File: src/asc_defs.svh
/*
  Register offsets, field positions and idle values of the converter
  control lines. Definitions only; included by the package and the top.
*/
`ifndef ASC_DEFS_SVH
`define ASC_DEFS_SVH

// ==========================================================
// Register offsets (byte addresses, one word each)
`define ASC_OFS_DAC   8'h00
`define ASC_OFS_MUX   8'h04
`define ASC_OFS_SW    8'h08
`define ASC_OFS_STAT  8'h0C
`define ASC_OFS_IDLE  8'h10

// ==========================================================
// Field positions inside the words
`define ASC_MUX_CHAN_LSB  0
`define ASC_MUX_NEG_LSB   8
`define ASC_STAT_COMP     0
`define ASC_STAT_BUSY     1
`define ASC_STAT_CLASH    2

// ==========================================================
// Idle values of the lines while the converter is unused
`define ASC_IDLE_DAC   10'h200
`define ASC_IDLE_CHAN  8'h01
`define ASC_IDLE_NEG   3'h0
`define ASC_IDLE_SW    14'h2B00

`endif

File: src/asc_pkg.sv
/*
  Types shared by the converter control block.
  Assumes asc_defs.svh sits in the same folder.
*/
`include "asc_defs.svh"

package asc_pkg;

    // Switch lines, most significant bit first
    typedef struct packed {
        logic gainBypassCh03;
        logic negInputGround;
        logic sampleHold;
        logic bandgapAsDacRef;
        logic gainPassGateOn;
        logic latchPreloadN;
        logic switchcapTestRoute;
        logic quickSettling;
        logic supplyAsReference;
        logic converterPowerOn;
        logic gainPowerOn;
        logic gainClock;
        logic gainX10Select;
        logic gainX20Select;
    } asc_switch_t;

    // All control lines towards the analog section
    typedef struct packed {
        logic [9:0]  dacCode;
        logic [7:0]  inputChannelSelect;
        logic [2:0]  negInputSelect;
        asc_switch_t sw;
    } asc_lines_t;

    // Register port request
    typedef struct packed {
        logic [7:0]  addr;
        logic [31:0] wdata;
        logic        wr;
        logic        rd;
    } asc_req_t;

endpackage

File: src/asc_scan_ctrl.sv
/*
  Control lines of the converter analog section, held in registers that
  software loads over a plain register port.
  Assumes: one clock sys_clk at 25 MHz, synchronous active-low reset, the
  comparator output arrives asynchronously from the analog section.
*/
`timescale 1ns/1ns
`include "asc_defs.svh"

module asc_scan_ctrl
    import asc_pkg::*;
(
    input  wire logic        sys_clk,    // 25 MHz clock
    input  wire logic        rst_n,      // Sync reset, low
    input  wire logic        clkEn,      // Freezes all state when low, unless rst_n is low
    input  wire asc_req_t    req,        // Register port request
    output logic      [31:0] rdata,      // Read data, cycle after rd
    input  wire logic        compOut,    // Comparator output, async
    output asc_lines_t       lines       // Control lines to analog
);

    // ==========================================================
    // Decoding
    function automatic logic hit(input logic [7:0] a, input logic [7:0] ofs);
        hit = (a == ofs);
    endfunction

    logic        wrEn;        // Write strobe, enabled
    logic        rdEn;        // Read strobe, enabled
    logic        idleCmd;     // Write to the idle address
    logic        compMeta;    // First synchroniser stage
    logic        compSync;    // Comparator, safe to read
    logic        busy;        // Some line away from idle
    logic        clash;       // Two negative sources at once
    logic [31:0] next_rdata;  // Read mux output
    logic [9:0]  dacCode;     // DAC code register
    logic [7:0]  chanSel;     // Input channel selects
    logic [2:0]  negSel;      // Negative input select
    asc_switch_t swLines;     // Switch line register

    assign wrEn    = clkEn && req.wr;
    assign rdEn    = clkEn && req.rd;
    // Idle command wins over a plain write, restoring every line at once
    assign idleCmd = wrEn && hit(req.addr, `ASC_OFS_IDLE);

    // One register per concern, so no two processes share the output
    assign lines = '{dacCode, chanSel, negSel, swLines};

    // ==========================================================
    // DAC code
    always_ff @(posedge sys_clk)
    begin
        if (!rst_n || idleCmd)
            dacCode <= `ASC_IDLE_DAC;
        else if (wrEn && hit(req.addr, `ASC_OFS_DAC))
            dacCode <= req.wdata[9:0];
    end

    // ==========================================================
    // Input and negative-input multiplexer selects
    always_ff @(posedge sys_clk)
    begin
        if (!rst_n || idleCmd)
        begin
            chanSel <= `ASC_IDLE_CHAN;
            negSel  <= `ASC_IDLE_NEG;
        end
        else if (wrEn && hit(req.addr, `ASC_OFS_MUX))
        begin
            chanSel <= req.wdata[`ASC_MUX_CHAN_LSB +: 8];
            negSel  <= req.wdata[`ASC_MUX_NEG_LSB +: 3];
        end
    end

    // ==========================================================
    // Switch lines; the idle word sets bypass, hold, pass gate and
    // precharge high and every power, reference and test line low
    always_ff @(posedge sys_clk)
    begin
        if (!rst_n || idleCmd)
            swLines <= `ASC_IDLE_SW;
        else if (wrEn && hit(req.addr, `ASC_OFS_SW))
            swLines <= req.wdata[13:0];
    end

    // ==========================================================
    // Comparator synchroniser; the first stage feeds only the second
    always_ff @(posedge sys_clk)
    begin
        if (!rst_n)
        begin
            compMeta <= 1'b0;
            compSync <= 1'b0;
        end
        else if (clkEn)
        begin
            compMeta <= compOut;
            compSync <= compMeta;
        end
    end

    // Status: lines away from idle, and two negative sources at once.
    // The clash flag only reports; the party driving the lines must avoid it.
    assign busy  = (lines != asc_lines_t'({`ASC_IDLE_DAC, `ASC_IDLE_CHAN,
                                          `ASC_IDLE_NEG, `ASC_IDLE_SW}));
    assign clash = lines.sw.negInputGround && (lines.negInputSelect != 3'h0);

    // ==========================================================
    // Read mux; unmapped addresses read zero
    always_comb
    begin
        next_rdata = 32'h0000_0000;
        if (hit(req.addr, `ASC_OFS_DAC))
            next_rdata[9:0] = lines.dacCode;
        else if (hit(req.addr, `ASC_OFS_MUX))
        begin
            next_rdata[`ASC_MUX_CHAN_LSB +: 8] = lines.inputChannelSelect;
            next_rdata[`ASC_MUX_NEG_LSB +: 3]  = lines.negInputSelect;
        end
        else if (hit(req.addr, `ASC_OFS_SW))
            next_rdata[13:0] = lines.sw;
        else if (hit(req.addr, `ASC_OFS_STAT))
        begin
            next_rdata[`ASC_STAT_COMP]  = compSync;
            next_rdata[`ASC_STAT_BUSY]  = busy;
            next_rdata[`ASC_STAT_CLASH] = clash;
        end
    end

    // Read data stands only until the next enabled edge after the strobe
    always_ff @(posedge sys_clk)
    begin
        if (!rst_n)
            rdata <= 32'h0000_0000;
        else if (clkEn)
            rdata <= rdEn ? next_rdata : 32'h0000_0000;
    end

    // ==========================================================
    // Assertions
    property p_dacLowIdle;
        @(posedge sys_clk) disable iff (!rst_n)
        !$past(rst_n) |-> lines.dacCode[6:0] == 7'h00;
    endproperty
    a_dacLowIdle: assert property (p_dacLowIdle)
        else $error("DAC low bits not idle after reset");

    property p_dacMsbIdle;
        @(posedge sys_clk) disable iff (!rst_n)
        !$past(rst_n) |-> lines.dacCode[9:7] == 3'h4;
    endproperty
    a_dacMsbIdle: assert property (p_dacMsbIdle)
        else $error("DAC top bits not midscale after reset");

    property p_dacWrite;
        @(posedge sys_clk) disable iff (!rst_n)
        wrEn && hit(req.addr, `ASC_OFS_DAC) |=>
            lines.dacCode == $past(req.wdata[9:0]);
    endproperty
    a_dacWrite: assert property (p_dacWrite)
        else $error("DAC code not taken from write");

    property p_idleHighs;
        @(posedge sys_clk) disable iff (!rst_n)
        idleCmd |=> lines.sw.gainBypassCh03 && lines.sw.sampleHold
            && lines.sw.gainPassGateOn && lines.sw.latchPreloadN;
    endproperty
    a_idleHighs: assert property (p_idleHighs)
        else $error("High-idling line low after idle command");

    property p_idleLows;
        @(posedge sys_clk) disable iff (!rst_n)
        idleCmd |=> !lines.sw.negInputGround && !lines.sw.bandgapAsDacRef
            && !lines.sw.switchcapTestRoute && !lines.sw.supplyAsReference;
    endproperty
    a_idleLows: assert property (p_idleLows)
        else $error("Low-idling line high after idle command");

    property p_powerIdle;
        @(posedge sys_clk) disable iff (!rst_n)
        !$past(rst_n) |-> !lines.sw.converterPowerOn && !lines.sw.gainPowerOn
            && !lines.sw.gainClock;
    endproperty
    a_powerIdle: assert property (p_powerIdle)
        else $error("Power or gain clock high after reset");

    property p_chanIdle;
        @(posedge sys_clk) disable iff (!rst_n)
        idleCmd ##1 !wrEn |=> lines.inputChannelSelect == 8'h01
            && lines.negInputSelect == 3'h0;
    endproperty
    a_chanIdle: assert property (p_chanIdle)
        else $error("Multiplexer selects not idle");

    property p_freeze;
        @(posedge sys_clk) disable iff (!rst_n)
        rst_n && !clkEn |=> $stable(lines) && $stable(rdata);
    endproperty
    a_freeze: assert property (p_freeze)
        else $error("State changed while clock enable low");

    property p_statRead;
        @(posedge sys_clk) disable iff (!rst_n)
        rdEn && hit(req.addr, `ASC_OFS_STAT) |=>
            rdata[`ASC_STAT_COMP] == $past(compSync) ##1 !clkEn || rdata == 32'h0 || $past(rdEn);
    endproperty
    a_statRead: assert property (p_statRead)
        else $error("Status read wrong or read data held too long");

    property p_noReadZero;
        @(posedge sys_clk) disable iff (!rst_n)
        clkEn && !req.rd |=> rdata == 32'h0000_0000;
    endproperty
    a_noReadZero: assert property (p_noReadZero)
        else $error("Read data present without a read");

    property p_muxWrite;
        @(posedge sys_clk) disable iff (!rst_n)
        wrEn && hit(req.addr, `ASC_OFS_MUX) |=>
            lines.inputChannelSelect == $past(req.wdata[`ASC_MUX_CHAN_LSB +: 8])
            && lines.negInputSelect == $past(req.wdata[`ASC_MUX_NEG_LSB +: 3]);
    endproperty
    a_muxWrite: assert property (p_muxWrite)
        else $error("Multiplexer selects not taken from write");

    property p_swWrite;
        @(posedge sys_clk) disable iff (!rst_n)
        wrEn && hit(req.addr, `ASC_OFS_SW) |=> lines.sw == $past(req.wdata[13:0]);
    endproperty
    a_swWrite: assert property (p_swWrite)
        else $error("Switch lines not taken from write");

    // Reset alone must bring the switch lines home, not only the idle write; gainX10Select and gainX20Select go unchecked
    property p_rstHighs;
        @(posedge sys_clk) disable iff (!rst_n)
        !$past(rst_n) |-> lines.sw.gainBypassCh03 && lines.sw.sampleHold
            && lines.sw.gainPassGateOn && lines.sw.latchPreloadN;
    endproperty
    a_rstHighs: assert property (p_rstHighs)
        else $error("High-idling line low after reset");

    property p_rstLows;
        @(posedge sys_clk) disable iff (!rst_n)
        !$past(rst_n) |-> !lines.sw.negInputGround && !lines.sw.bandgapAsDacRef
            && !lines.sw.switchcapTestRoute && !lines.sw.supplyAsReference
            && !lines.sw.quickSettling;
    endproperty
    a_rstLows: assert property (p_rstLows)
        else $error("Low-idling line high after reset");

    property p_chanRst;
        @(posedge sys_clk) disable iff (!rst_n)
        !$past(rst_n) |-> lines.inputChannelSelect == 8'h01
            && lines.negInputSelect == 3'h0;
    endproperty
    a_chanRst: assert property (p_chanRst)
        else $error("Multiplexer selects not idle after reset");

    property p_idleDac;
        @(posedge sys_clk) disable iff (!rst_n)
        idleCmd |=> lines.dacCode == 10'h200;
    endproperty
    a_idleDac: assert property (p_idleDac)
        else $error("DAC code not midscale after idle command");

    property p_idlePower;
        @(posedge sys_clk) disable iff (!rst_n)
        idleCmd |=> !lines.sw.converterPowerOn && !lines.sw.gainPowerOn
            && !lines.sw.gainClock;
    endproperty
    a_idlePower: assert property (p_idlePower)
        else $error("Power or gain clock high after idle command");

    // Two enabled edges from pin to status bit; a skipped stage fails here
    property p_compSync;
        @(posedge sys_clk) disable iff (!rst_n)
        clkEn ##1 clkEn |=> compSync == $past(compOut, 2);
    endproperty
    a_compSync: assert property (p_compSync)
        else $error("Comparator not seen two edges after the pin");

    c_idleCmd:  cover property (@(posedge sys_clk) disable iff (!rst_n) idleCmd);
    c_powerUp:  cover property (@(posedge sys_clk) disable iff (!rst_n)
                                $rose(lines.sw.converterPowerOn));
    c_sampleOn: cover property (@(posedge sys_clk) disable iff (!rst_n)
                                $fell(lines.sw.sampleHold) ##[1:20] lines.sw.sampleHold);
    c_clash:    cover property (@(posedge sys_clk) disable iff (!rst_n) clash);

endmodule

File: config.mk
export PLATFORM = sky130hd
export DESIGN_NAME = asc_scan_ctrl
export DESIGN_NICKNAME = d
export VERILOG_FILES = /design/src/asc_pkg.sv /design/src/asc_scan_ctrl.sv
export VERILOG_INCLUDE_DIRS = /design/src
export SDC_FILE = /design/constraint.sdc
export NUM_CORES = 1
export LEC_CHECK = 0
export BUFFER_PORTS_ARGS = -buffer_cell sky130_fd_sc_hd__buf_4
export CAP_MARGIN = 20
export CORE_ASPECT_RATIO = 1.75
export CORE_MARGIN = 1.5
export CORE_UTILIZATION = 42
export DETAILED_ROUTE_END_ITERATION = 12
export HOLD_SLACK_MARGIN = 0.03
export PLACE_DENSITY_LB_ADDON = 0.05
export SYNTH_ARGS = -nofsm -noshare
export SYNTH_HDL_FRONTEND = slang
export SYNTH_SLANG_ARGS = --single-unit
File: constraint.sdc
create_clock -name sys_clk -period 2.1 [get_ports sys_clk]
set_input_delay 0.42 -clock sys_clk [delete_from_list [all_inputs] [get_ports sys_clk]]
set_output_delay 0.42 -clock sys_clk [all_outputs]
set_load 0.05 [all_outputs]
==> flow_metrics.tcl, run 1 <==
set metrics [dict create \
    outcome "finished, final reports clean" \
    tns_ps 0 \
    clock_latency_ps 310 \
    max_cap_viol_count 0 \
    synth-seq-cells 51 \
    cts_tree "yes" \
    vias 2196 \
    grt_pass1_vias 1951 \
    ctsResizeCount 0 \
    ctsLongestPathBuffers 2 \
    cts-hold-fix-buffers 0 \
    drc_errors 0 \
    clock_sinks 51 \
    syn_to_final_growth_pct 31.0 \
    synth.most_common_cell "dfxtp_1" \
    row_count 36 \
    synthArstFlopShare_pct 0 \
    slew_viol_final 0 \
    synth_top_cell_by_area "dfxtp_1" \
    worstSetupEndpointType "flop" \
    yosys.area.top_type_share_pct 41.9 \
    die_h_um 104 \
    yosys_warnings 0 \
    crit_path_max_fanout 6 \
    wirelength_um 6900 \
    cts-root-buf "clkbuf_8" \
    holdWs_ps 342 \
    antenna_found_initial 0 \
    first_iter_violations 86 \
    tightest_slew_ps 493 \
    io_pins 113 \
    synth_enable_flop_cells 0 \
    start_kind "input port" \
    syn_inst 268 \
    min_path_type "in2reg" \
    die_area_um2 6290 \
    final_cells 424 \
    drive_above_1_share_pct 29.6 \
    ir_worst_vdd_v 0.000479 \
    grt_max_degree 36 \
    critPathKind "in2reg" \
    grt_pass1_wl_um 10700 \
    synth_area_leaders "dfxtp_1 42%, mux2i_1 13%, nor2_1 6.3%" \
    globalplace.congestion 0.885 \
    syn-mean-instance-area_um2 9.09 \
    gr-total-overflow 0 \
    rsz0062_at_grt "false" \
    finalNetCount 393 \
    cp.arrival_ps 1870 \
    setup-violations-final 0 \
    fmax_mhz 619 \
    synth.distinct_cells 42 \
    cts_setup_buffers 0 \
    worstPathRequired_ps 2360 \
    htreeDepth 2 \
    finalHoldViolCount 0 \
    powerDensity_nw_per_um2 623 \
    grt.total_usage_pct 22.7 \
    dr.pass1.iters 4 \
    fin_crit_sh_pct 77.0 \
    fin_crit_ps 1620 \
    max-slew-margin-rel_pct 66.9 \
    p_leak_nw 1.61 \
    ys.flop_type "dfxtp_1" \
    start_util_pct 43.6 \
    synthTopCellsByCount "51 x dfxtp_1, 41 x nor2_1, 32 x mux2i_1" \
    ant_nets 0 \
    placement.io_buffers 76 \
    clock_skew_ps 9.16 \
    via_per_inst 5.18 \
    core_area_um2 5590 \
    fp.dieW_um 60.6 \
    syn_area_um2 2440 \
    antenna_cells 0 \
    dp_hpwl_um 5260 \
    path_clk_slew_ps 90 \
    wl_per_cell_um 16.3 \
    seq_area_frac_synth_pct 41.9 \
    placed_cells 416 \
    cts_buffers 5 \
]
[cell type report]
type / instances / area, um2
well taps: 76 / 95.1
flip-flops and latches: 51 / 1020
clock inverters: 2 / 60.1
multi-input cells: 195 / 1260
fillers: 550 / 2390
clock buffers: 6 / 72.6
repair buffers: 86 / 658
inverters: 8 / 30.0
[routing by layer]
| layer | track usage [%] | share of wire [%] | vias to the layer above |
|---|---|---|---|
| met2 | 40.1 | 56 | 63 |
| met3 | 2.87 | 4.0 | 9 |
| met4 | 9.16 | 1.7 | 0 |
| met5 | 0 | 0 | - |
| li1 | - | - | 1070 |
| met1 | 26.1 | 39 | 1054 |
[worst paths after layout]
path / startpoint / endpoint / slack, ps / cells after the start
max: req[38] / rdata[5] / 480 / 5
min: req[14] / lines[12] / 340 / 3
max reg2reg: negSel[0] / rdata[1] / 550 / 4
min reg2reg: rdata[6] / rdata[6] / 440 / 2
[state kept, by name, summed over array words and instances, names as in the netlist]
signal and cells:
rdata 14, dacCode 10, compSync 1, lines 14, compMeta 1, chanSel 8, negSel 3
[stage by stage]
stage                     setup WS, ps  cell area (um2)  power (mW)  utilization, %
final                              484             3190        1.99            57.2
after global routing               401             3190        2.05            57.2
after CTS                          467             3190        2.00            57.2
after detailed placement           146             3060        1.20            54.8
after global placement             172             3060        1.20            54.8
after floorplan                    474             2500        1.15               -
[cell families after synthesis]
| kind of cell | synth area share (%) |
|---|---|
| AO/OA/AOI/OAI | 12.1 |
| buffers and inverters | 9.19 |
| flip-flops | 41.9 |
| multiplexers | 13.1 |
| other | 0.154 |
| AND/OR/NAND/NOR | 23.6 |
[power by group]
group | switching (mW) | total [mW] | leakage [nW] | internal (mW)
clock | 0.332 | 0.808 | 0.0654 | 0.476
combinational | 0.147 | 0.210 | 1.13 | 0.0633
sequential | 0.00196 | 0.971 | 0.411 | 0.969
[cells in the final DEF (no fill, tap or decap), types with 2 or more instances in the layout]
cell	Yosys	routed
nand4_1	3	3
and3_1	2	2
dfxtp_1	51	51
conb_1	1	18
a31oi_1	2	2
o311ai_1	6	6
a32oi_1	6	6
nand2_1	15	15
mux2i_1	32	32
nand3_1	7	7
bufinv_16	0	2
a211o_1	6	6
nand2b_1	12	12
clkbuf_8	0	5
inv_1	8	8
a21boi_0	3	3
buf_4	18	85
nor4_1	7	7
nor2b_1	7	7
o21ai_0	6	6
nor2_1	41	41
or3b_2	2	2
[critical path, stage by stage]
cell	delay, ps
buf_4	120
or4_4	580
nor4_4	430
o311ai_1	210
nand2_1	100
(Power assumes the default switching activity.)
==> run 2: changes to the inputs <==
--- a/config.mk
+++ b/config.mk
@@ -6,6 +6,7 @@
 export SDC_FILE = /design/constraint.sdc
 export NUM_CORES = 1
 export LEC_CHECK = 0
+export ABC_AREA = 1
 export BUFFER_PORTS_ARGS = -buffer_cell sky130_fd_sc_hd__buf_4
 export CAP_MARGIN = 20
 export CORE_ASPECT_RATIO = 1.75
==> constraint.sdc (replaced) <==
create_clock -name sys_clk -period 1.6 [get_ports sys_clk]
set_input_delay 0.32 -clock sys_clk [delete_from_list [all_inputs] [get_ports sys_clk]]
set_output_delay 0.32 -clock sys_clk [all_outputs]
set_load 0.05 [all_outputs]
==> flow_metrics.tcl, run 2 <==
set metrics [dict create \
    synthSimpleGateAreaFrac_pct 23.8 \
    crit_family "flip-flops" \
    yosys.area.top_type_share_pct 41.1 \
    syn-mean-instance-area_um2 7.53 \
    cts-root-buf "clkbuf_8" \
    path_clk_slew_ps 90 \
    holdWs_ps 220 \
    multiInputGateArea_um2 1170 \
    total_power_mw 2.27 \
    yosys_warnings 0 \
    die_area_um2 6400 \
    tns_ps 0 \
    crit_path_cell_trace "buf_4" \
    worstHoldPathCells 3 \
    antenna_found_initial 0 \
    ctsResizeCount 0 \
    cts-hold-fix-buffers 0 \
    max_cap_viol_count 0 \
    wirelength_um 6430 \
    cp.arrival_ps 1010 \
    critPathKind "reg2out" \
    synth_enable_flop_cells 0 \
    globalplace.congestion 0.856 \
    via_per_inst 4.69 \
    synthTopCellsByCount "68 x nand2_1, 51 x dfxtp_1, 46 x a21oi_1" \
    final_cells 491 \
    grt_pass1_vias 2073 \
    core_area_um2 5630 \
    final_util_pct 56.5 \
    crit_path_max_fanout 4 \
    syn_area_um2 2480 \
    drive_above_1_share_pct 29.6 \
    vias 2302 \
    outcome "finished, final reports clean" \
    grt.total_usage_pct 20.9 \
    grt_max_degree 36 \
    antenna_cells 0 \
    worst_path_largest_cell_delay_ps 460 \
    synthArstFlopShare_pct 0 \
    grt_pass1_wl_um 10200 \
    htreeDepth 2 \
    min_path_type "in2reg" \
    fin_crit_ps 1330 \
    slew_viol_final 0 \
    ctsLongestPathBuffers 2 \
    dp_hpwl_um 4950 \
    placement.io_buffers 76 \
    regArea_um2 1020 \
    finalHoldViolCount 0 \
    syn_to_final_growth_pct 27.9 \
    start_kind "flop" \
    synth_area_leaders "dfxtp_1 41%, nand2_1 10%, a21oi_1 9.3%" \
    synth.most_common_cell "nand2_1" \
    cts_buffers 5 \
    synth-xor-area-share_pct 0 \
    cts_tree "yes" \
    cts_setup_buffers 0 \
    start_util_pct 44.1 \
    fill_cells 585 \
    seq_area_frac_synth_pct 41.1 \
    final_common_cell "buf_4" \
    drc_errors 0 \
    synth_fa_ha_area_share_pct 0 \
    first_iter_violations 68 \
    fp.dieW_um 61.1 \
    clock_skew_ps 4.14 \
    wl_per_cell_um 13.1 \
    finalNetCount 460 \
    gr-total-overflow 0 \
    setup-violations-final 0 \
    rsz0062_at_grt "false" \
    crit_cells 1 \
    placed_area_um2 3090 \
    synthMuxAreaShare_pct 0 \
    fin_crit_sh_pct 82.9 \
    clock_latency_ps 300 \
    powerDensity_nw_per_um2 713 \
    cp.buffers_inverters 1 \
    ir_worst_vdd_v 0.000456 \
    synth_compound_gate_area_share_pct 20.7 \
    synth.distinct_cells 31 \
    mostFrequentLayoutCells "88 x buf_4, 68 x nand2_1, 51 x dfxtp_1, 46 x a21oi_1, 30 x nor2_1" \
    place_ws_ps 1.48 \
    worstSetupEndpointType "output port" \
    synth_top_family_by_area "simple AND/OR/NAND/NOR gates" \
    io_pins 113 \
    worstPathRequired_ps 1280 \
    ys.flop_type "dfxtp_1" \
    synth-seq-cells 51 \
    die_h_um 105 \
    placed_cells 483 \
    p_leak_nw 1.55 \
    clock_sinks 51 \
    dr.pass1.iters 4 \
    crit_path_top_delay_cell "dfxtp_1" \
    ant_nets 0 \
    reg2regPathDepth 9 \
    fmax_mhz 754 \
    row_count 36 \
    syn_inst 330 \
    setup_slack_ps 274 \
    finalInstanceArea_um2 3180 \
    synth_top_cell_by_area "dfxtp_1" \
]
-- run 2: changes by cell type after synthesis, sizes merged, moves of 6 or more --
cell,before,now
mux2i,32,0
a32oi,6,0
a211o,6,0
o211ai,0,7
nand2,15,74
nor2b,7,0
nor4,9,0
inv,8,28
nand2b,12,0
a21oi,1,48
o21ai,7,33
o311ai,6,0
-- run 2: per-layer routing --
| layer | GRT usage (%) | share of wire, % | wire, um |
|---|---|---|---|
| met2 | 34.9 | 53 | 3400 |
| met3 | 2.60 | 4.9 | 314 |
| met1 | 27.1 | 41 | 2650 |
| met4 | 6.52 | 0.95 | 61 |
| met5 | 0 | 0 | 0 |
-- run 2: logic make-up after synthesis --
logic type / after synthesis
AND/OR/NAND/NOR: 129
AO/OA/AOI/OAI: 89
buffers and inverters: 60
flip-flops: 51
other: 1
-- run 2: area by class of cell --
cell class                      instances  share of cell area (%)
Tap cell                               76                    2.99
Timing Repair Buffer                   89                    21.4
Inverter                               31                    3.94
Clock buffer                            6                    2.28
Clock inverter                          2                   0.394
Sequential cell                        51                    32.1
Multi-Input combinational cell        236                    36.9
-- run 2: report_power, final --
part           internal, mW  total (mW)  switching [mW]
Sequential             1.27        1.28         0.00303
Clock                 0.307       0.732           0.425
Combinational        0.0745       0.258           0.184
Total                  1.65        2.27           0.612
-- run 2: worst paths after layout --
path	startpoint	end	slack, ps
worst max register to register	lines[13]	rdata[1]	360
worst min register to register	rdata[11]	rdata[11]	470
worst max-delay path	chanSel[1]	lines[18]	270
worst min-delay path	req[15]	lines[13]	220
==> run 3: changes to the inputs <==
--- a/config.mk
+++ b/config.mk
@@ -6,7 +6,7 @@
 export SDC_FILE = /design/constraint.sdc
 export NUM_CORES = 1
 export LEC_CHECK = 0
-export ABC_AREA = 1
+export ABC_AREA = 0
 export BUFFER_PORTS_ARGS = -buffer_cell sky130_fd_sc_hd__buf_4
 export CAP_MARGIN = 20
 export CORE_ASPECT_RATIO = 1.75
==> constraint.sdc (replaced) <==
create_clock -name sys_clk -period 1.2 [get_ports sys_clk]
set_input_delay 0.24 -clock sys_clk [delete_from_list [all_inputs] [get_ports sys_clk]]
set_output_delay 0.24 -clock sys_clk [all_outputs]
set_load 0.05 [all_outputs]
==> flow_metrics.tcl, run 3 (synthesis results as in run 1) <==
set metrics [dict create \
    cts-root-buf "clkbuf_8" \
    die_h_um 104 \
    dp_hpwl_um 6080 \
    finalInstanceArea_um2 4090 \
    start_kind "flop" \
    gr-total-overflow 0 \
    finalHoldViolCount 0 \
    crit_path_cell_trace "or3_4, nor4_4, and3_1, a31oi_1" \
    regArea_um2 1050 \
    worstSetupEndpointType "flop" \
    fill_cells 458 \
    htreeDepth 2 \
    cp.buffers_inverters 0 \
    ir_worst_vdd_v 0.000720 \
    mostFrequentLayoutCells "86 x buf_4, 40 x nor2_1, 33 x buf_6, 30 x mux2i_1, 27 x dfxtp_1" \
    drc_errors 0 \
    powerDensity_nw_per_um2 877 \
    placed_area_um2 3430 \
    worstPathRequired_ps 1390 \
    vias 2473 \
    cp.arrival_ps 1490 \
    max_cap_viol_count 0 \
    critPathKind "reg2reg" \
    ant_nets 0 \
    crit_path_max_fanout 2 \
    fp.dieW_um 60.6 \
    ctsLongestPathBuffers 2 \
    via_per_inst 5.21 \
    row_count 36 \
    wl_per_cell_um 18.5 \
    busiest_layer "met2" \
    multiInputGateArea_um2 1430 \
    placement.io_buffers 76 \
    fin_crit_ps 1300 \
    clock_sinks 51 \
    failed_checks "negative setup slack" \
    grt_pass1_vias 2383 \
    slew_viol_final 0 \
    fmax_mhz 772 \
    met1_usage_pct 29.6 \
    crit_path_top_delay_cell "or3_4" \
    drive_above_1_share_pct 49.6 \
    syn_to_final_growth_pct 67.9 \
    clock_skew_ps 5.01 \
    use_met2_pct 48.6 \
    grt_max_degree 36 \
    final_util_pct 73.3 \
    antenna_found_initial 0 \
    cts_buffers 5 \
    clock_latency_ps 300 \
    core_area_um2 5590 \
    p_leak_nw 1.98 \
    cts-hold-fix-buffers 0 \
    antenna_cells 0 \
    rsz0062_at_grt "true" \
    final_common_cell "buf_4" \
    setup-violations-final 14 \
    setup_slack_ps -95.0 \
    die_area_um2 6290 \
    dr.pass1.iters 4 \
    crit_family "simple AND/OR/NAND/NOR gates" \
    cts_tree "yes" \
    wirelength_um 8770 \
    outcome "finished, violations left" \
    grt_pass1_wl_um 12300 \
    path_clk_slew_ps 90 \
    grt_use_met3_pct 3.12 \
    start_util_pct 43.6 \
    fin_crit_sh_pct 108 \
    globalplace.congestion 0.855 \
    grt.total_usage_pct 26.4 \
    finalNetCount 444 \
    min_path_type "in2reg" \
    worst_path_largest_cell_delay_ps 400 \
    first_iter_violations 116 \
    io_pins 113 \
]
==> run 3: cell types whose count changed in the layout (fill, tap and decap cells not counted), moves of 8 or more <==
cell      delta
buf_8        +9
a21oi_1     -45
nand3_1      -8
mux2i_1     +30
buf_6       +33
inv_1       -17
o21ai_0     -20
dfxtp_2     +24
nand2_1     -53
nor2_1      +10
nand2b_1    +11
dfxtp_1     -24
==> run 3: area by class of cell <==
class,count,share of cell area (%)
multi-input combinational,195,34.9
timing repair buffer,137,33.1
sequential,51,25.7
tap,76,2.32
clock buffer,6,1.77
clock inverter,2,1.47
inverter,8,0.734
==> run 3: stage by stage <==
stage	total power, mW	cells	hold WS [ps]	setup TNS, ps	setup slack (ps)
finish	3.59	475	186	-621	-95.0
global placement	2.14	456	467	-14040	-388
detailed placement	2.14	456	471	-14370	-431
global route	3.69	475	200	-1280	-135
floorplan	2.03	285	384	-4090	-193
CTS	3.54	466	167	-431	-83.9
==> run 3: worst paths after layout <==
| kind | start | endpoint | slack, ps | cells past startpoint |
|---|---|---|---|---|
| max reg2reg | negSel[2] | rdata[1] | -100 | 4 |
| min | req[12] | lines[10] | 190 | 3 |
| max | negSel[2] | rdata[1] | -100 | 4 |
| min reg2reg | rdata[12] | rdata[12] | 480 | 2 |
==> run 3: power breakdown <==
group / switching [mW] / internal [mW]
Combinational: 0.301 / 0.187
Sequential: 0.00362 / 1.69
Clock: 0.571 / 0.834
Total: 0.876 / 2.72
==> run 3: worst min-delay path, cell delays in order <==
cell,delay (ps)
buf_4,80
mux2i_1,50
nor2_1,80
==> run 3: metal layers <==
layer	routed length (um)	vias up
met5	0	-
met4	229	0
met1	3140	1197
met2	5060	91
li1	-	1170
met3	344	15
==> run 3: timing repair <==
item,4_1_cts,5_1_grt
gates cloned,1,4
gates resized for setup,47,49
pin swaps,27,18
setup buffers,1,6
endpoints found under the setup margin,31,68
